### src/ext_irq_defines.svh
// Constants of the external interrupt edge detector: register indices,
// field positions, reset values.
// Assumes inclusion by bare name from the package and the top module.
`ifndef EXT_IRQ_DEFINES_SVH
`define EXT_IRQ_DEFINES_SVH

// ==========================================================
// Register indices (byte address is four times the index)
`define IDX_EDGE_SELECT      16'hfff2
`define IDX_INT_ENABLE       16'hfff3
`define IDX_INT_FLAG         16'hfff6
`define IDX_PIN_FUNCTION     16'hf085
`define IDX_PORT_MODE_B      16'hf0c0
`define IDX_EVENT_EDGE       16'hf0c1
`define IDX_COND_CODE        16'hf0c2

// ==========================================================
// Field positions
`define EDGE_BIT_A           0
`define EDGE_BIT_B           1
`define EDGE_BIT_TRIG        2
`define EDGE_BIT_NMI         3
`define EN_BIT_A             0
`define EN_BIT_B             1
`define EN_BIT_EVC           2
`define EN_BIT_RTC           3
`define FLAG_BIT_A           0
`define FLAG_BIT_B           1
`define FLAG_BIT_EVC         2
`define PFC_A_LSB            0
`define PFC_B_LSB            2
`define PFC_SERIAL_LSB       4
`define PMB_BIT_A            0
`define PMB_BIT_B            1
`define COND_BIT_IMASK       7

// ==========================================================
// Reset values, and the prohibited source code
`define RST_EDGE_SELECT      4'h0
`define RST_INT_ENABLE       4'h0
`define RST_INT_FLAG         3'h0
`define RST_PIN_FUNCTION     8'h00
`define RST_PORT_MODE_B      2'h3
`define RST_EVENT_EDGE       8'h00
`define RST_IMASK            1'b1
`define SRC_PROHIBITED       2'h3

`endif

### src/ext_irq_pkg.sv
// Types shared by the external interrupt edge detector.
// Assumes ext_irq_defines.svh is on the include path.
`default_nettype none
package ext_irq_pkg;
  `include "ext_irq_defines.svh"

  // State of one line detector
  typedef struct packed {
    logic [2:0] sync1;
    logic [2:0] sync2;
    logic [1:0] last_src;
    logic       last_assigned;
    logic       prev;
    logic       prev_valid;
    logic       edge_seen;
  } line_state_t;

  // State of the register block
  typedef struct packed {
    logic [3:0]  edge_select;
    logic [3:0]  enables;
    logic [2:0]  flags;
    logic [7:0]  pin_func;
    logic [1:0]  port_mode;
    logic [7:0]  event_edge;
    logic        imask;
    logic        clr_blocked;
    logic [31:0] rdata;
    logic        slverr;
  } regs_t;
endpackage : ext_irq_pkg
`default_nettype wire

### src/edge_line_if.sv
// Link between the register block and one line detector.
// Assumes both ends run on the same clock.
`default_nettype none
interface edge_line_if;
  logic [1:0] src_sel;
  logic       assigned;
  logic       rising;
  logic       edge_pulse;

  modport ctrl (output src_sel, output assigned, output rising, input edge_pulse);
  modport det  (input src_sel, input assigned, input rising, output edge_pulse);
endinterface : edge_line_if
`default_nettype wire

### src/edge_detect_line.sv
// One external interrupt line: pin synchroniser, source mux, edge detect.
// Assumes pins are asynchronous and active low; selection from pclk logic.
`default_nettype none
module edge_detect_line
  import ext_irq_pkg::*;
(
  // Clock and reset
  input  wire logic  pclk,
  input  wire logic  presetn,
  // Candidate pins, active low
  input  wire logic [2:0] pins_n,
  // Control link
  edge_line_if.det   lif
);

  line_state_t state_reg;
  line_state_t state_next;
  logic        cur;

  // ==========================================================
  // Next state
  always_comb begin
    state_next       = state_reg;
    state_next.sync1 = pins_n;
    state_next.sync2 = state_reg.sync1;
    case (lif.src_sel)
      2'h0:    cur = state_reg.sync2[0];
      2'h1:    cur = state_reg.sync2[1];
      2'h2:    cur = state_reg.sync2[2];
      default: cur = 1'b1;
    endcase
    state_next.prev          = cur;
    state_next.last_src      = lif.src_sel;
    state_next.last_assigned = lif.assigned;
    // New source needs one sample before edges count
    state_next.prev_valid    = lif.assigned && (lif.src_sel == state_reg.last_src)
                               && state_reg.last_assigned;
    // 1 rising, 0 falling; compare with last sample
    state_next.edge_seen = state_reg.prev_valid && lif.assigned &&
                           (lif.rising ? (cur && !state_reg.prev)
                                       : (!cur && state_reg.prev));
  end

  // ==========================================================
  // State register
  always_ff @(posedge pclk or negedge presetn) begin
    if (!presetn) begin
      state_reg <= '{sync1: 3'h7, sync2: 3'h7, last_src: 2'h0, last_assigned: 1'b0,
                     prev: 1'b1, prev_valid: 1'b0, edge_seen: 1'b0};
    end else begin
      state_reg <= state_next;
    end
  end

  assign lif.edge_pulse = state_reg.edge_seen;

endmodule : edge_detect_line
`default_nettype wire

### src/external_irq_edge_detect.sv
// External interrupt edge detector with APB register access.
// Assumes pins are asynchronous and active low; the event counter request
// and the APB master run on pclk.
//
// How it works
// - Two line requests come from active-low pins: dedicated ones, or for line b the serial input or timer clock pin.
// - One edge select bit per line picks rising or falling edge.
// - Selected edge on an assigned pin sets the flag and requests.
// - Enable bit at 0 blocks that line's request.
// - Condition-code mask bit at 1 holds irq_out low; the line request outputs stay set.
// - Edge select register also holds NMI and converter trigger edges.
// - Enable register holds clock, event counter and both line enables.
// - Flag register holds event counter and both line flags.
// - Pin function register picks line sources and serial unit functions.
// - Switching a line's pin function sets its flag without an edge.
// - Flag clear right after a pin function write is ignored.
// - Edge select 0 means falling, 1 means rising.
// - Flags clear only by writing 0; writing 1 does nothing.
// - Line b source 00 first pin, 01 serial input, 10 timer clock.
//
// The implementer's own choices: the APB slave port and the register offsets.
`default_nettype none
module external_irq_edge_detect
  import ext_irq_pkg::*;
(
  // Clock and reset
  input  wire logic        pclk,
  input  wire logic        presetn,

  // APB slave
  input  wire logic [17:0] paddr,
  input  wire logic        psel,
  input  wire logic        penable,
  input  wire logic        pwrite,
  input  wire logic [31:0] pwdata,
  output logic      [31:0] prdata,
  output logic             pready,
  output logic             pslverr,

  // Line a candidate pins, active low
  input  wire logic        line_a_source_pin0_n,
  input  wire logic        line_a_source_pin1_n,
  input  wire logic        line_a_source_pin2_n,

  // Line b candidate pins, active low
  input  wire logic        line_b_source_pin0_n,
  input  wire logic        serial_input_pin_n,
  input  wire logic        timer_clock_pin_n,

  // Event counter request, one-cycle pulse on pclk
  input  wire logic        event_counter_pulse,

  // Requests toward the CPU
  output logic             ext_irq_line_a_req,
  output logic             ext_irq_line_b_req,
  output logic             event_counter_interrupt_req,
  output logic             irq_out,

  // Settings used by neighbouring blocks
  output logic             nmi_edge_rising,
  output logic             converter_trigger_edge_rising,
  output logic             rtc_irq_enable,
  output logic       [3:0] sync_serial_unit_func,
  output logic       [7:0] event_edge_select
);

  // ==========================================================
  // Helpers
  // Register index to APB byte address
  function automatic logic [17:0] byte_addr(input logic [15:0] idx);
    return {idx, 2'b00};
  endfunction : byte_addr

  // Line is tied to a pin when its port mode allows and the code is legal
  function automatic logic line_assigned(input logic mode, input logic [1:0] src);
    return mode && (src != `SRC_PROHIBITED);
  endfunction : line_assigned

  // a line's pin moves when its assignment or source changes
  function automatic logic source_switched(input logic       asg_old,
                                           input logic       asg_new,
                                           input logic [1:0] src_old,
                                           input logic [1:0] src_new);
    return (asg_new != asg_old) || (asg_new && (src_new != src_old));
  endfunction : source_switched

  // ==========================================================
  // Declarations
  regs_t       regs_reg;
  regs_t       regs_next;
  edge_line_if line_a_if ();
  edge_line_if line_b_if ();

  // Bus phase
  logic        setup_phase;
  logic        wr_done;
  logic        any_done;

  // Register hits
  logic        hit_edge;
  logic        hit_enable;
  logic        hit_flag;
  logic        hit_pfc;
  logic        hit_pmb;
  logic        hit_evedge;
  logic        hit_cond;
  logic        hit_any;

  // Line assignment, now and after a write
  logic [1:0]  src_a_now;
  logic [1:0]  src_b_now;
  logic [1:0]  src_a_new;
  logic [1:0]  src_b_new;
  logic        asg_a_now;
  logic        asg_b_now;
  logic        asg_a_new;
  logic        asg_b_new;

  // Flag and read paths
  logic [2:0]  set_events;
  logic [2:0]  flag_keep;
  logic [7:0]  pfc_wr;
  logic [1:0]  pmb_wr;
  logic [31:0] read_mux;

  // ==========================================================
  // Address decode
  always_comb begin
    hit_edge   = 1'b0;
    hit_enable = 1'b0;
    hit_flag   = 1'b0;
    hit_pfc    = 1'b0;
    hit_pmb    = 1'b0;
    hit_evedge = 1'b0;
    hit_cond   = 1'b0;
    // Full compare, so aliases of a register are refused
    if (paddr == byte_addr(`IDX_EDGE_SELECT)) begin
      hit_edge = 1'b1;
    end else if (paddr == byte_addr(`IDX_INT_ENABLE)) begin
      hit_enable = 1'b1;
    end else if (paddr == byte_addr(`IDX_INT_FLAG)) begin
      hit_flag = 1'b1;
    end else if (paddr == byte_addr(`IDX_PIN_FUNCTION)) begin
      hit_pfc = 1'b1;
    end else if (paddr == byte_addr(`IDX_PORT_MODE_B)) begin
      hit_pmb = 1'b1;
    end else if (paddr == byte_addr(`IDX_EVENT_EDGE)) begin
      hit_evedge = 1'b1;
    end else if (paddr == byte_addr(`IDX_COND_CODE)) begin
      hit_cond = 1'b1;
    end
    hit_any = hit_edge | hit_enable | hit_flag | hit_pfc | hit_pmb | hit_evedge | hit_cond;
  end

  // ==========================================================
  // Read data, taken in the setup cycle so prdata is a flop
  // No cost, since the slave never waits
  always_comb begin
    read_mux = 32'h0000_0000;
    if (hit_edge) begin
      read_mux[3:0] = regs_reg.edge_select;
    end else if (hit_enable) begin
      read_mux[3:0] = regs_reg.enables;
    end else if (hit_flag) begin
      read_mux[2:0] = regs_reg.flags;
    end else if (hit_pfc) begin
      read_mux[7:0] = regs_reg.pin_func;
    end else if (hit_pmb) begin
      read_mux[1:0] = regs_reg.port_mode;
    end else if (hit_evedge) begin
      read_mux[7:0] = regs_reg.event_edge;
    end else if (hit_cond) begin
      read_mux[`COND_BIT_IMASK] = regs_reg.imask;
    end
  end

  // ==========================================================
  // Pin assignment, present and after a write in progress
  always_comb begin
    pfc_wr    = hit_pfc ? pwdata[7:0] : regs_reg.pin_func;
    pmb_wr    = hit_pmb ? pwdata[1:0] : regs_reg.port_mode;

    // Sources and assignments, now and after the write
    src_a_now = regs_reg.pin_func[`PFC_A_LSB +: 2];
    src_b_now = regs_reg.pin_func[`PFC_B_LSB +: 2];
    src_a_new = pfc_wr[`PFC_A_LSB +: 2];
    src_b_new = pfc_wr[`PFC_B_LSB +: 2];

    asg_a_now = line_assigned(regs_reg.port_mode[`PMB_BIT_A], src_a_now);
    asg_b_now = line_assigned(regs_reg.port_mode[`PMB_BIT_B], src_b_now);
    asg_a_new = line_assigned(pmb_wr[`PMB_BIT_A], src_a_new);
    asg_b_new = line_assigned(pmb_wr[`PMB_BIT_B], src_b_new);
  end

  // ==========================================================
  // Register next state
  always_comb begin
    regs_next   = regs_reg;
    setup_phase = psel && !penable;
    any_done    = psel && penable;
    // Unmapped writes are dropped; pslverr reports them
    wr_done     = any_done && pwrite && hit_any;

    if (setup_phase) begin
      regs_next.rdata  = read_mux;
      regs_next.slverr = !hit_any;
    end

    if (wr_done) begin
      // edge selections, also NMI and trigger pins
      if (hit_edge) begin
        regs_next.edge_select = pwdata[3:0];
      end

      // enables incl. clock and event counter
      if (hit_enable) begin
        regs_next.enables = pwdata[3:0];
      end

      // line sources and serial unit functions
      if (hit_pfc) begin
        regs_next.pin_func = pwdata[7:0];
      end

      // Port mode and event edge are plain stores
      if (hit_pmb) begin
        regs_next.port_mode = pwdata[1:0];
      end
      if (hit_evedge) begin
        regs_next.event_edge = pwdata[7:0];
      end

      if (hit_cond) begin
        regs_next.imask = pwdata[`COND_BIT_IMASK];
      end
    end

    // clear right after a function write is swallowed
    if (any_done) begin
      regs_next.clr_blocked = wr_done && (hit_pfc || hit_pmb || hit_evedge);
    end

    // write 0 clears, write 1 keeps
    flag_keep = regs_reg.flags;
    if (wr_done && hit_flag && !regs_reg.clr_blocked) begin
      flag_keep = regs_reg.flags & pwdata[2:0];
    end

    set_events                = 3'h0;
    set_events[`FLAG_BIT_A]   = line_a_if.edge_pulse;
    set_events[`FLAG_BIT_B]   = line_b_if.edge_pulse;
    set_events[`FLAG_BIT_EVC] = event_counter_pulse;

    // switching a line's function raises a spurious flag
    if (wr_done && (hit_pfc || hit_pmb)) begin
      if (source_switched(asg_a_now, asg_a_new, src_a_now, src_a_new)) begin
        set_events[`FLAG_BIT_A] = 1'b1;
      end
      if (source_switched(asg_b_now, asg_b_new, src_b_now, src_b_new)) begin
        set_events[`FLAG_BIT_B] = 1'b1;
      end
    end

    // Set wins over a clear in the same cycle
    regs_next.flags = flag_keep | set_events;
  end

  // ==========================================================
  // State register
  always_ff @(posedge pclk or negedge presetn) begin
    if (!presetn) begin
      // Mask starts set, so nothing reaches the CPU before software asks
      regs_reg <= '{edge_select: `RST_EDGE_SELECT,
                    enables:     `RST_INT_ENABLE,
                    flags:       `RST_INT_FLAG,
                    pin_func:    `RST_PIN_FUNCTION,
                    port_mode:   `RST_PORT_MODE_B,
                    event_edge:  `RST_EVENT_EDGE,
                    imask:       `RST_IMASK,
                    clr_blocked: 1'b0,
                    rdata:       32'h0000_0000,
                    slverr:      1'b0};
    end else begin
      regs_reg <= regs_next;
    end
  end

  // ==========================================================
  // Line detectors
  // each line watches its chosen active-low pin
  assign line_a_if.src_sel  = src_a_now;
  assign line_a_if.assigned = asg_a_now;
  assign line_a_if.rising   = regs_reg.edge_select[`EDGE_BIT_A];
  assign line_b_if.src_sel  = src_b_now;
  assign line_b_if.assigned = asg_b_now;
  assign line_b_if.rising   = regs_reg.edge_select[`EDGE_BIT_B];

  // Line a: three alternative pins
  edge_detect_line line_a (
    .pclk    (pclk),
    .presetn (presetn),
    .pins_n  ({line_a_source_pin2_n, line_a_source_pin1_n, line_a_source_pin0_n}),
    .lif     (line_a_if)
  );

  // Line b: first pin, serial input, timer clock
  edge_detect_line line_b (
    .pclk    (pclk),
    .presetn (presetn),
    .pins_n  ({timer_clock_pin_n, serial_input_pin_n, line_b_source_pin0_n}),
    .lif     (line_b_if)
  );

  // ==========================================================
  // Outputs
  // Zero-wait slave; data was captured during setup
  assign pready  = 1'b1;
  assign prdata  = regs_reg.rdata;
  assign pslverr = regs_reg.slverr;

  // request only with flag and enable set
  assign ext_irq_line_a_req = regs_reg.flags[`FLAG_BIT_A] &&
                              regs_reg.enables[`EN_BIT_A];
  assign ext_irq_line_b_req = regs_reg.flags[`FLAG_BIT_B] &&
                              regs_reg.enables[`EN_BIT_B];
  assign event_counter_interrupt_req = regs_reg.flags[`FLAG_BIT_EVC] &&
                                       regs_reg.enables[`EN_BIT_EVC];
  // condition-code mask blocks all maskable requests
  assign irq_out = !regs_reg.imask && (ext_irq_line_a_req || ext_irq_line_b_req ||
                                       event_counter_interrupt_req);

  assign nmi_edge_rising               = regs_reg.edge_select[`EDGE_BIT_NMI];
  assign converter_trigger_edge_rising = regs_reg.edge_select[`EDGE_BIT_TRIG];
  assign rtc_irq_enable                = regs_reg.enables[`EN_BIT_RTC];
  assign sync_serial_unit_func         = regs_reg.pin_func[`PFC_SERIAL_LSB +: 4];
  assign event_edge_select             = regs_reg.event_edge;

endmodule : external_irq_edge_detect
`default_nettype wire

### config.mk
export PLATFORM = sky130hd
export DESIGN_NAME = external_irq_edge_detect
export DESIGN_NICKNAME = d
export VERILOG_FILES = /design/src/ext_irq_pkg.sv /design/src/edge_line_if.sv /design/src/edge_detect_line.sv /design/src/external_irq_edge_detect.sv
export VERILOG_INCLUDE_DIRS = /design/src
export SDC_FILE = /design/constraint.sdc
export NUM_CORES = 1
export LEC_CHECK = 0
export BUFFER_PORTS_ARGS = -buffer_cell sky130_fd_sc_hd__buf_4
export CORE_MARGIN = 2
export CORE_UTILIZATION = 45
export CTS_CLUSTER_SIZE = 12
export DETAILED_ROUTE_END_ITERATION = 10
export HOLD_SLACK_MARGIN = 0.1
export MAX_ROUTING_LAYER = met4
export PLACE_DENSITY = 0.85
export SYNTH_ARGS = -nofsm -noshare
export SYNTH_HDL_FRONTEND = slang
export SYNTH_SLANG_ARGS = --single-unit
export TNS_END_PERCENT = 100
### constraint.sdc
create_clock -name pclk -period 1.5 [get_ports pclk]
set_input_delay 0.075 -clock pclk [delete_from_list [all_inputs] [get_ports pclk]]
set_output_delay 0.075 -clock pclk [all_outputs]
set_load 0.005 [all_outputs]
Yosys cells after proc, flatten, opt, wreduce, memory -nomap -nowiden

Index checks and enable logic that the tools add are counted.

Flip-flop bits (word level): 64
Input port bits: 62
Logic and storage cells: 155

Equality and inequality tests: 21
Multiplexer cells: 50
Bitwise gates (word level): 8
Reductions and logical operators: 51

Operators by type and width:

| cell                                                | count |
|---|---|
| equality test 18 bit, second input constant         | 7 |
| 2-to-1 mux 1 bit                                    | 34 |
| logical AND 1 bit                                   | 30 |
| 2-to-1 mux 4 bit                                    | 5 |
| AND reduction 2 bit                                 | 5 |
| logical NOT 1 bit                                   | 8 |
| 2-to-1 mux 8 bit                                    | 1 |
| inequality test 2 bit, second input constant        | 4 |
| 2-to-1 mux 7 bit                                    | 1 |
| logical OR 1 bit                                    | 6 |
| 2-to-1 mux 2 bit                                    | 3 |
| 2-to-1 mux 3 bit                                    | 2 |
| 2-to-1 mux 6 bit                                    | 1 |
| OR 1 bit                                            | 6 |
| one-hot mux 1 bit (3 select lines)                  | 2 |
| 2-to-1 mux 5 bit                                    | 1 |
| equality test 2 x 1 -> 1 bit, second input constant | 2 |
| equality test 2 bit                                 | 2 |
| equality test 2 bit, second input constant          | 2 |
| logical NOT 2 bit                                   | 2 |
| inequality test 2 bit                               | 2 |
| bitwise AND 3 bit                                   | 1 |
| OR 3 bit                                            | 1 |
| inequality test 1 bit                               | 2 |

Depth between registers and ports, before layout

Gate-level depths: netlist of the first run.

Word-level depth: 15
Depth in mapped cells: 8
Depth with buffers taken out: 6

Cells and area by module

A second synthesis of the first run with hierarchy kept.

Cells, all modules: 297
Area total of the unflattened synthesis: 3,324.4 µm²

By module, submodules not included:

| module                   | instances | cells an instance | area each (µm²) | sequential area each (µm²) |
|---|---|---|---|---|
| external_irq_edge_detect | 1         | 253               | 2,543.7         | 1,004.7 |
| edge_detect_line         | 2         | 22                | 390.4           | 309.0 |

Worst setup path after synthesis of the first run

OpenSTA, ideal clock, no wires.

Kind: input to register
From: input port paddr[4]
To: register regs_reg, in the netlist line_b_if.src_sel[0]
Setup time: 125 ps
Arrival: 1,584 ps
Data required time: 1,375 ps
Path slack: -209 ps
Stages on the path: 7
Path buffers: 2
Path through: buf_4 inv_1 nor4_2 and4_1 and4_1 buf_4 mux2_2

Longest elaborated chain between the ends: 10
Elaborated cells on any way between the ends: 43

RTL lines:

| what                                                | RTL line                                                         | text |
|---|---|---|
| start: declaration                                  | external_irq_edge_detect.sv:31                                   | `input wire logic [17:0] paddr,` |
| equality test 18 bit (tied with other cells)        | external_irq_edge_detect.sv:139                                  | `` end else if (paddr == byte_addr(`IDX_INT_ENABLE)) begin `` |
| 2-to-1 mux 1 bit (tied with other cells)            | external_irq_edge_detect.sv:139                                  |  |
| 2-to-1 mux 1 bit (tied with other cells)            | external_irq_edge_detect.sv:137                                  | `` if (paddr == byte_addr(`IDX_EDGE_SELECT)) begin `` |
| OR 1 bit (tied with other cells) (4 in a row)       | external_irq_edge_detect.sv:152                                  | `hit_any = hit_edge \| hit_enable \| hit_flag \| hit_pfc \| hit_pmb \| hit_evedge \| hit_cond;` |
| OR 1 bit / 2-to-1 mux 1 bit (equally long branches) | external_irq_edge_detect.sv:152, external_irq_edge_detect.sv:137 |  |
| OR 1 bit                                            | external_irq_edge_detect.sv:152                                  |  |
| logical AND 1 bit                                   | external_irq_edge_detect.sv:202                                  | `wr_done = any_done && pwrite && hit_any;` |
| end signal: assignment                              | external_irq_edge_detect.sv:273                                  | `` regs_reg <= '{edge_select: `RST_EDGE_SELECT, `` |
| end signal: assignment                              | external_irq_edge_detect.sv:284                                  | `regs_reg <= regs_next;` |
| end: declaration                                    | external_irq_edge_detect.sv:89                                   | `regs_t regs_reg;` |

Parallel ways exist; a longest one is shown, timed or not.
A chain may end at the register's enable or synchronous reset.

Final worst setup path of the first run

From: input port psel
To: register regs_reg[58] (netlist bit)

Longest elaborated chain between the ends: 4

RTL lines:

| what                           | RTL line                        | text |
|---|---|---|
| start: declaration             | external_irq_edge_detect.sv:32  | `input wire logic psel,` |
| logical AND 1 bit              | external_irq_edge_detect.sv:200 | `any_done = psel && penable;` |
| logical AND 1 bit (2 in a row) | external_irq_edge_detect.sv:202 |  |
| AND reduction 2 bit (no line)  | -                               |  |

No other way between the ends.

==> impl_metrics.env, run 1 <==
export IMPL_post_route_util_pct=62.1
export IMPL_grt_usage_pct=22.4
export IMPL_wl_met3_um=778
export IMPL_rr_startpoint="line_b_if.src_sel[0]$_DFFE_PN0N_"
export IMPL_syn2layout_area_growth_pct=34.8
export IMPL_violations="setup timing"
export IMPL_antenna_cells=0
export IMPL_ys_warn_count=0
export IMPL_p_clk_share_pct=38.7
export IMPL_cap_violations=0
export IMPL_dieArea_um2=8090
export IMPL_cts_path_max_buffers=2
export IMPL_core_area_um2=7210
export IMPL_fin_hold_ws_ps=172
export IMPL_hp_class="primary input to register"
export IMPL_portBuffers=65
export IMPL_crit_type="primary input to register"
export IMPL_wl_per_cell_um=16.4
export IMPL_clk_latency_ps=350
export IMPL_vias=2794
export IMPL_io_pins=115
export IMPL_drive_gt1_share_pct=46.3
export IMPL_nets=478
export IMPL_syn_inst=309
export IMPL_finClkSkew_ps=6.43
export IMPL_wl_met2_mm=4.08
export IMPL_dr_max_layer_used="met4"
export IMPL_synthFlopType="dfrtp_1"
export IMPL_clkTransAtPathRegs_ps=70
export IMPL_period_minus_slack_ps=1510
export IMPL_cp_arrival_ps=1740
export IMPL_critPathMaxFanout=5
export IMPL_dr_pass1_iters=5
export IMPL_r2r_end="line_b.lif.edge_pulse$_DFF_PN0_"
export IMPL_hold_violations=0
export IMPL_die_x_um=90.0
export IMPL_grt_ovfl_total=0
export IMPL_intPower_mw=2.59
export IMPL_status="finished, violations left"
export IMPL_hpwl_mm=6.04
export IMPL_final_area_um2=4480
export IMPL_holdPathStages=4
export IMPL_cts_sinks=64
export IMPL_grt_max_degree=27
export IMPL_min_period_over_period_pct=100
export IMPL_dp_cells=476
export IMPL_synthTopCellsByArea="dfrtp_1, dfstp_2, buf_4"
export IMPL_synth_cell_types=50
export IMPL_routedLengthMet1_mm=3.43
export IMPL_holdPathEnd="regs_reg[34]$_DFFE_PN1P_"
export IMPL_end_kind="register"
export IMPL_root_buffer="clkbuf_8"
export IMPL_vdd_drop_max_uv=622
export IMPL_swShare_pct=25.4
export IMPL_synth_edf_count=0
export IMPL_placed_area_um2=3990
export IMPL_synth_seq_cells=64
export IMPL_ys_seq_area_share_pct=48.8
export IMPL_cts_tree="built"
export IMPL_async_flop_share_pct=100
export IMPL_h_tree_depth=3
export IMPL_setup_slack_ps=-6.34
export IMPL_largest_register_ffs=10
export IMPL_drv_slew=0
export IMPL_reg2regPathDepth=4
export IMPL_rrSetupSlack_ps=50
export IMPL_gp_congestion=0.957
export IMPL_max_freq_mhz=664
export IMPL_power_switching_mw=0.885
export IMPL_instances_no_fill=520
export IMPL_initial_utilization_pct=46.1
export IMPL_cts_buffers=9
export IMPL_grt_pass1_wl_mm=13.8
export IMPL_fp_dieH_um=90.0
export IMPL_start_kind="primary input"
export IMPL_grt_pass1_vias=2764
export IMPL_synth_top_cell_area_share_pct=35.4
export IMPL_p_total_mw=3.48
export IMPL_combPwrFrac_pct=10.0
export IMPL_viasPerCell=5.37
export IMPL_static_leakage_power_nw=2.12
export IMPL_p_per_area_nw_per_um2=776
export IMPL_rsz0062_at_grt="yes"
export IMPL_syn_avg_cell_area_um2=10.8
export IMPL_yosys_area_top_type="dfrtp_1"
export IMPL_core_rowCount=31
export IMPL_wl_mm=8.52
export IMPL_drc=0
export IMPL_crit_required_ps=1730
export IMPL_ant_nets=0
export IMPL_min_from="paddr[2]"
export IMPL_grt_antenna_before_repair=0
export IMPL_seqPwrFrac_pct=51.3
export IMPL_setup_viol=4
export IMPL_first_iter_violations=251
export IMPL_syn_area_um2=3330
critical path, cell delays in order:
cell	delay (ps)
dlygate4sd3_1	560
buf_4	140
nand3_2	90
buf_6	150
and2b_1	350
mux2_2	370
how the worst max path moves through the flow:
stage | from | endpoint | slack, ps | depth (start not counted)
final | psel | regs_reg[58]$_DFFE_PN0P_ | -6 | 6
after CTS | line_b_if.src_sel[0]$_DFFE_PN0N_ | regs_reg[54]$_DFF_PN0_ | 10 | 6
after global placement | paddr[10] | line_b_if.src_sel[1]$_DFFE_PN0N_ | -270 | 7
after global routing | line_a.state_reg[6]$_DFF_PN1_ | line_a.lif.edge_pulse$_DFF_PN0_ | -20 | 5
after floorplan | paddr[10] | event_edge_select[3]$_DFFE_PN0P_ | -100 | 5
after detailed placement | paddr[10] | regs_reg[54]$_DFF_PN0_ | -300 | 8
synthesized netlist by cell type (all sizes together) (2+ instances only):
cell    number
a211oi       3
nand3b       5
nand3        7
a22oi        4
xor2         4
or4          2
conb         2
clkbuf       9
buf         48
nor3         5
a31oi        3
nor2        16
and4         2
o41ai        3
nand2       22
a222oi       3
nor4         6
mux2i        2
dfstp       17
nand4        2
and2b        2
nand4b       2
mux2        27
nor2b        4
a21oi       17
or3b         3
dfrtp       47
o21ai       12
inv          5
nand2b       2
nor3b        3
and2         6
routing by layer:
metal	up-vias	GRT usage, %
met3	31	5.78
met4	0	7.82
li1	1248	-
met1	1321	27.4
met5	-	-
met2	194	36.4
logic make-up (layout without fill, tap and decap cells):
logic type / after synthesis / after routing / share of synthesized area [%]
and+or+nand+nor: 93 / 93 / 17.1
xor gates and xnor gates: 4 / 4 / 1.05
buffers and inverters: 62 / 151 / 12.4
muxes: 29 / 29 / 9.74
AOI/OAI and AO/OA: 55 / 55 / 10.7
other: 2 / 25 / 0.226
DFF: 64 / 64 / 48.8
through the flow:
| step | setup slack [ps] | TNS, ps |
|---|---|---|
| 2_1_floorplan | -99.0 | -955 |
| 3_3_place_gp | -265 | -5840 |
| 3_5_place_dp | -297 | -6930 |
| 4_1_cts | 13.0 | 0 |
| 5_1_grt | -24.1 | -42.9 |
| 6_report | -6.34 | -10.9 |
power by group through the flow:
stage | combinational [mW] | sequential [mW] | clock (mW)
after floorplan | 0.158 | 1.81 | 0
after global placement | 0.284 | 1.81 | 0
after detailed placement | 0.292 | 1.82 | 0
after CTS | 0.337 | 1.78 | 1.37
after global routing | 0.380 | 1.79 | 1.45
final | 0.347 | 1.78 | 1.35
timing repair:
action | in CTS | in global routing
buffers inserted | 0 | 6
setup endpoints to repair | 0 | 18
gates resized for setup | 0 | 15
hold endpoints to repair | 90 | 0
hold buffers | 21 | 0
placed cells by master (no fill, tap or decap), types with 3 or more instances in the layout:
master         Yosys  routed
mux2_2            27      21
mux2_4             0       6
nand2_1           22      22
inv_1              5       4
and2_1             6       4
nor2_1            16      15
nand3b_1           5       5
nor4_4             2       4
nor2b_1            4       4
conb_1             2      25
a222oi_1           3       3
xor2_1             4       4
nand3_1            7       4
a21oi_2            0       4
a31oi_1            3       3
dfstp_2           17      17
dfrtp_1           47      46
clkbuf_8           0      10
a21oi_1           17      13
nor3_1             5       4
o21ai_0           11      11
nand3_2            0       3
buf_4             48     105
a22oi_1            4       4
dlygate4sd3_1      0      21
cell type report:
cell class              instances  area (um2)
clock buffers                  10         138
clock inverters                 6        43.8
fillers                       575        2730
inverters                       5        18.8
multi-input cells             206        1490
flip-flops and latches         64        1620
well taps                      99         124
repair buffers                130        1050
(Power assumes the default switching activity.)
==> inputs of run 2 (changes only) <==
--- a/config.mk
+++ b/config.mk
@@ -13,7 +13,7 @@
 export DETAILED_ROUTE_END_ITERATION = 10
 export HOLD_SLACK_MARGIN = 0.1
 export MAX_ROUTING_LAYER = met4
-export PLACE_DENSITY = 0.85
+export PLACE_DENSITY = 0.76
 export SYNTH_ARGS = -nofsm -noshare
 export SYNTH_HDL_FRONTEND = slang
 export SYNTH_SLANG_ARGS = --single-unit
==> impl_metrics.env, run 2 (same netlist as run 1, synthesis figures left out) <==
export IMPL_syn2layout_area_growth_pct=33.1
export IMPL_crit_required_ps=1420
export IMPL_finClkSkew_ps=6.03
export IMPL_root_buffer="clkbuf_8"
export IMPL_wl_per_cell_um=16.5
export IMPL_setup_viol=0
export IMPL_post_route_util_pct=61.3
export IMPL_grt_pass1_wl_mm=13.9
export IMPL_post_place_ws_ps=-298
export IMPL_grt_antenna_before_repair=0
export IMPL_grt_max_degree=35
export IMPL_start_kind="register"
export IMPL_min_period_over_period_pct=97.7
export IMPL_nets=475
export IMPL_ant_nets=0
export IMPL_cap_violations=0
export IMPL_h_tree_depth=3
export IMPL_first_iter_violations=199
export IMPL_crit_type="register to output port"
export IMPL_mostFrequentLayoutCells="buf_4, dfrtp_1, conb_1"
export IMPL_critPathMaxFanout=3
export IMPL_cts_buffers=9
export IMPL_cts_sinks=64
export IMPL_grt_usage_pct=22.7
export IMPL_p_total_mw=3.41
export IMPL_gp_congestion=0.905
export IMPL_fin_hold_ws_ps=140
export IMPL_grt_pass1_vias=2686
export IMPL_setup_slack_ps=35.0
export IMPL_fillCellCount=597
export IMPL_hp_class="primary input to register"
export IMPL_grt_ovfl_total=0
export IMPL_worstMarginPinSlew_ps=515
export IMPL_vias=2712
export IMPL_status="finished clean"
export IMPL_die_x_um=90.0
export IMPL_portBuffers=65
export IMPL_static_leakage_power_nw=2.10
export IMPL_p_per_area_nw_per_um2=771
export IMPL_clk_latency_ps=340
export IMPL_hold_violations=0
export IMPL_vdd_drop_max_uv=515
export IMPL_io_pins=115
export IMPL_max_freq_mhz=683
export IMPL_drive_gt1_share_pct=44.3
export IMPL_antenna_cells=0
export IMPL_cts_path_max_buffers=2
export IMPL_regArea_um2=1620
export IMPL_core_rowCount=31
export IMPL_clkTransAtPathRegs_ps=70
export IMPL_end_kind="output port"
export IMPL_cp_arrival_ps=1390
export IMPL_relSlewSlack_pct=65.7
export IMPL_dieArea_um2=8090
export IMPL_cts_tree="built"
export IMPL_core_area_um2=7210
export IMPL_hpwl_mm=5.99
export IMPL_tns_ps=0
export IMPL_dr_pass1_iters=5
export IMPL_fp_dieH_um=90.0
export IMPL_initial_utilization_pct=46.1
export IMPL_wl_mm=8.55
export IMPL_period_minus_slack_ps=1470
export IMPL_final_common_cell="buf_4"
export IMPL_viasPerCell=5.25
export IMPL_rsz0062_at_grt="no"
export IMPL_multi_input_area_um2=1470
export IMPL_drc=0
export IMPL_largest_register_ffs=10
export IMPL_drv_slew=0
-- run 2: timing repair --
| action | 4_1_cts | 5_1_grt |
|---|---|---|
| endpoints found under the setup margin | 0 | 11 |
| hold endpoints to repair | 100 | 0 |
| hold buffers | 22 | 0 |
| setup buffers | 0 | 2 |
| gates resized for setup | 0 | 9 |
-- run 2: final cells by class --
| cell class | instances | share of cell area [%] |
|---|---|---|
| inverter | 5 | 0.424 |
| sequential | 64 | 36.7 |
| multi-input combinational | 206 | 33.2 |
| clock buffer | 9 | 2.80 |
| tap | 99 | 2.80 |
| clock inverter | 7 | 1.02 |
| timing repair buffer | 127 | 23.1 |
-- run 2: worst paths after layout --
check                                                      start                               to  slack, ps  cells after the start
max in group asynchronous                                presetn         regs_reg[34]$_DFFE_PN1P_        710                      3
worst max register to register  line_b_if.src_sel[1]$_DFFE_PN0N_  line_b.lif.edge_pulse$_DFF_PN0_         70                      5
min in group asynchronous                                presetn     line_b_if.rising$_DFFE_PN0P_        210                      2
worst min register to register    line_a.state_next[8]$_DFF_PN1_    line_a.state_reg[8]$_DFF_PN1_        350                      0
worst max-delay path                    regs_reg[57]$_DFFE_PN0P_                          irq_out         30                      3
worst min-delay path                                    paddr[2]         regs_reg[34]$_DFFE_PN1P_        140                      4
-- run 2: layer usage --
metal  global-route usage (%)  vias to the layer above  wire length, um
met3                     6.54                       21              716
met4                     8.59                        0              188
met1                     29.0                     1319             3600
li1                         -                     1240                -
met2                     34.5                      132             4040
met5                        -                        -                0
-- run 2: stage by stage --
step           cell area [um2]  std cells
2_1_floorplan             3490        332
3_3_place_gp              3990        477
3_5_place_dp              3990        477
4_1_cts                   4380        515
5_1_grt                   4430        517
6_report                  4430        517
-- run 2: report_power, final --
group / internal, mW / switching (mW) / total, mW / leakage, nW
clock network: 0.597 / 0.687 / 1.28 / 0.0902
logic: 0.171 / 0.171 / 0.342 / 1.19
registers: 1.77 / 0.0141 / 1.79 / 0.811
-- run 2: critical path, cell delays in order (launching register included) --
cell,delay [ps]
dfrtp_1,400
and2_1,200
o31a_1,310
buf_4,140
==> inputs of run 3 (changes only) <==
--- a/config.mk
+++ b/config.mk
@@ -14,6 +14,7 @@
 export HOLD_SLACK_MARGIN = 0.1
 export MAX_ROUTING_LAYER = met4
 export PLACE_DENSITY = 0.76
+export RECOVER_POWER = 25
 export SYNTH_ARGS = -nofsm -noshare
 export SYNTH_HDL_FRONTEND = slang
 export SYNTH_SLANG_ARGS = --single-unit
==> impl_metrics.env, run 3 (same netlist as run 1, synthesis figures left out) <==
export IMPL_viasPerCell=5.28
export IMPL_hp_class="primary input to register"
export IMPL_relSlewSlack_pct=47.6
export IMPL_mostFrequentLayoutCells="buf_4, dfrtp_1, conb_1"
export IMPL_first_iter_violations=198
export IMPL_wl_mm=8.57
export IMPL_static_leakage_power_nw=2.09
export IMPL_max_freq_mhz=683
export IMPL_final_common_cell="buf_4"
export IMPL_multi_input_area_um2=1470
export IMPL_hold_violations=0
export IMPL_grt_pass1_wl_mm=13.9
export IMPL_cap_violations=0
export IMPL_worstMarginPinSlew_ps=786
export IMPL_grt_pass1_vias=2686
export IMPL_crit_chain="and2_1 -> o31a_1 -> buf_4"
export IMPL_nets=475
export IMPL_core_rowCount=31
export IMPL_period_minus_slack_ps=1460
export IMPL_clk_latency_ps=340
export IMPL_drive_gt1_share_pct=44.3
export IMPL_wl_per_cell_um=16.6
export IMPL_root_buffer="clkbuf_8"
export IMPL_p_per_area_nw_per_um2=773
export IMPL_rsz0062_at_grt="no"
export IMPL_cts_path_max_buffers=2
export IMPL_portBuffers=65
export IMPL_critPathMaxFanout=3
export IMPL_initial_utilization_pct=46.1
export IMPL_grt_ovfl_total=0
export IMPL_core_area_um2=7210
export IMPL_status="finished clean"
export IMPL_dr_pass1_iters=5
export IMPL_cts_buffers=9
export IMPL_clkTransAtPathRegs_ps=70
export IMPL_fp_dieH_um=90.0
export IMPL_io_pins=115
export IMPL_cp_arrival_ps=1390
export IMPL_grt_max_degree=35
export IMPL_hpwl_mm=5.99
export IMPL_critical_path_slowest_cell="dfrtp_1"
export IMPL_cts_sinks=64
export IMPL_crit_required_ps=1420
export IMPL_setup_slack_ps=36.1
export IMPL_drc=0
export IMPL_vias=2732
export IMPL_start_kind="register"
export IMPL_setup_viol=0
export IMPL_finClkSkew_ps=6.25
export IMPL_fin_hold_ws_ps=144
export IMPL_grt_usage_pct=22.7
export IMPL_largest_register_ffs=10
export IMPL_gp_congestion=0.905
export IMPL_crit_type="register to output port"
export IMPL_max_stage_delay_ps=400
export IMPL_end_kind="output port"
export IMPL_antenna_cells=0
export IMPL_h_tree_depth=3
export IMPL_fillCellCount=598
export IMPL_ant_nets=0
export IMPL_post_place_ws_ps=-298
export IMPL_p_total_mw=3.42
export IMPL_regArea_um2=1620
export IMPL_dieArea_um2=8090
export IMPL_syn2layout_area_growth_pct=33.0
export IMPL_cts_tree="built"
export IMPL_min_period_over_period_pct=97.6
export IMPL_vdd_drop_max_uv=516
export IMPL_die_x_um=90.0
export IMPL_drv_slew=0
export IMPL_grt_antenna_before_repair=0
run 3: changes by cell type in the layout (fill, tap and decap cells not counted), sizes merged:
cell	before	now
buf	105	98
clkbuf	9	16
run 3: where the power goes:
group          internal, mW  switching, mW
Combinational         0.170          0.170
Clock                 0.597          0.695
Sequential             1.77         0.0141
Total                  2.54          0.879
run 3: worst paths after layout:
kind                                                        from  cells after the start                         endpoint  slack (ps)
worst min-delay path                                    paddr[2]                      4         regs_reg[34]$_DFFE_PN1P_         140
worst max register to register  line_b_if.src_sel[1]$_DFFE_PN0N_                      5  line_b.lif.edge_pulse$_DFF_PN0_          70
worst max-delay path                    regs_reg[57]$_DFFE_PN0P_                      3                          irq_out          40
max in group asynchronous                                presetn                      3         regs_reg[34]$_DFFE_PN1P_         440
min in group asynchronous                                presetn                      2     line_b_if.rising$_DFFE_PN0P_         350
worst min register to register    line_a.state_next[8]$_DFF_PN1_                      0    line_a.state_reg[8]$_DFF_PN1_         350
run 3: final cells by class:
class | instances | share of cell area [%]
sequential | 64 | 36.7
tap | 99 | 2.80
multi-input combinational | 206 | 33.2
timing repair buffer | 127 | 23.0
clock inverter | 7 | 1.02
inverter | 5 | 0.424
clock buffer | 9 | 2.80
run 3: repair_timing:
item	4_1_cts	5_1_grt
gates resized for setup	0	9
endpoints found under the hold margin	100	0
setup endpoints to repair	0	11
hold buffers	22	0
setup buffers	0	2
run 3: worst max-delay path, delay by kind of cell (launching register included):
family	cells	cell delay, ps
AOI/OAI and AO/OA	1	310
buffers and inverters	1	140
DFF	1	400
and+or+nand+nor	1	190
run 3: layer usage:
metal  wire length, um  share of wire [%]  global-route usage, %
met4               206                2.4                   8.59
met1              3610                 42                   29.0
met2              4050                 47                   34.5
met5                 0                  0                      -
met3               708                8.3                   6.54
run 3: stage by stage:
stage	util, %	TNS (ps)	instance area [um2]	std cells
after floorplan	-	-955	3490	332
after global placement	55.3	-5470	3990	477
after detailed placement	55.3	-6940	3990	477
after CTS	60.7	0	4380	515
after global routing	61.3	0	4420	517
final	61.3	0	4420	517
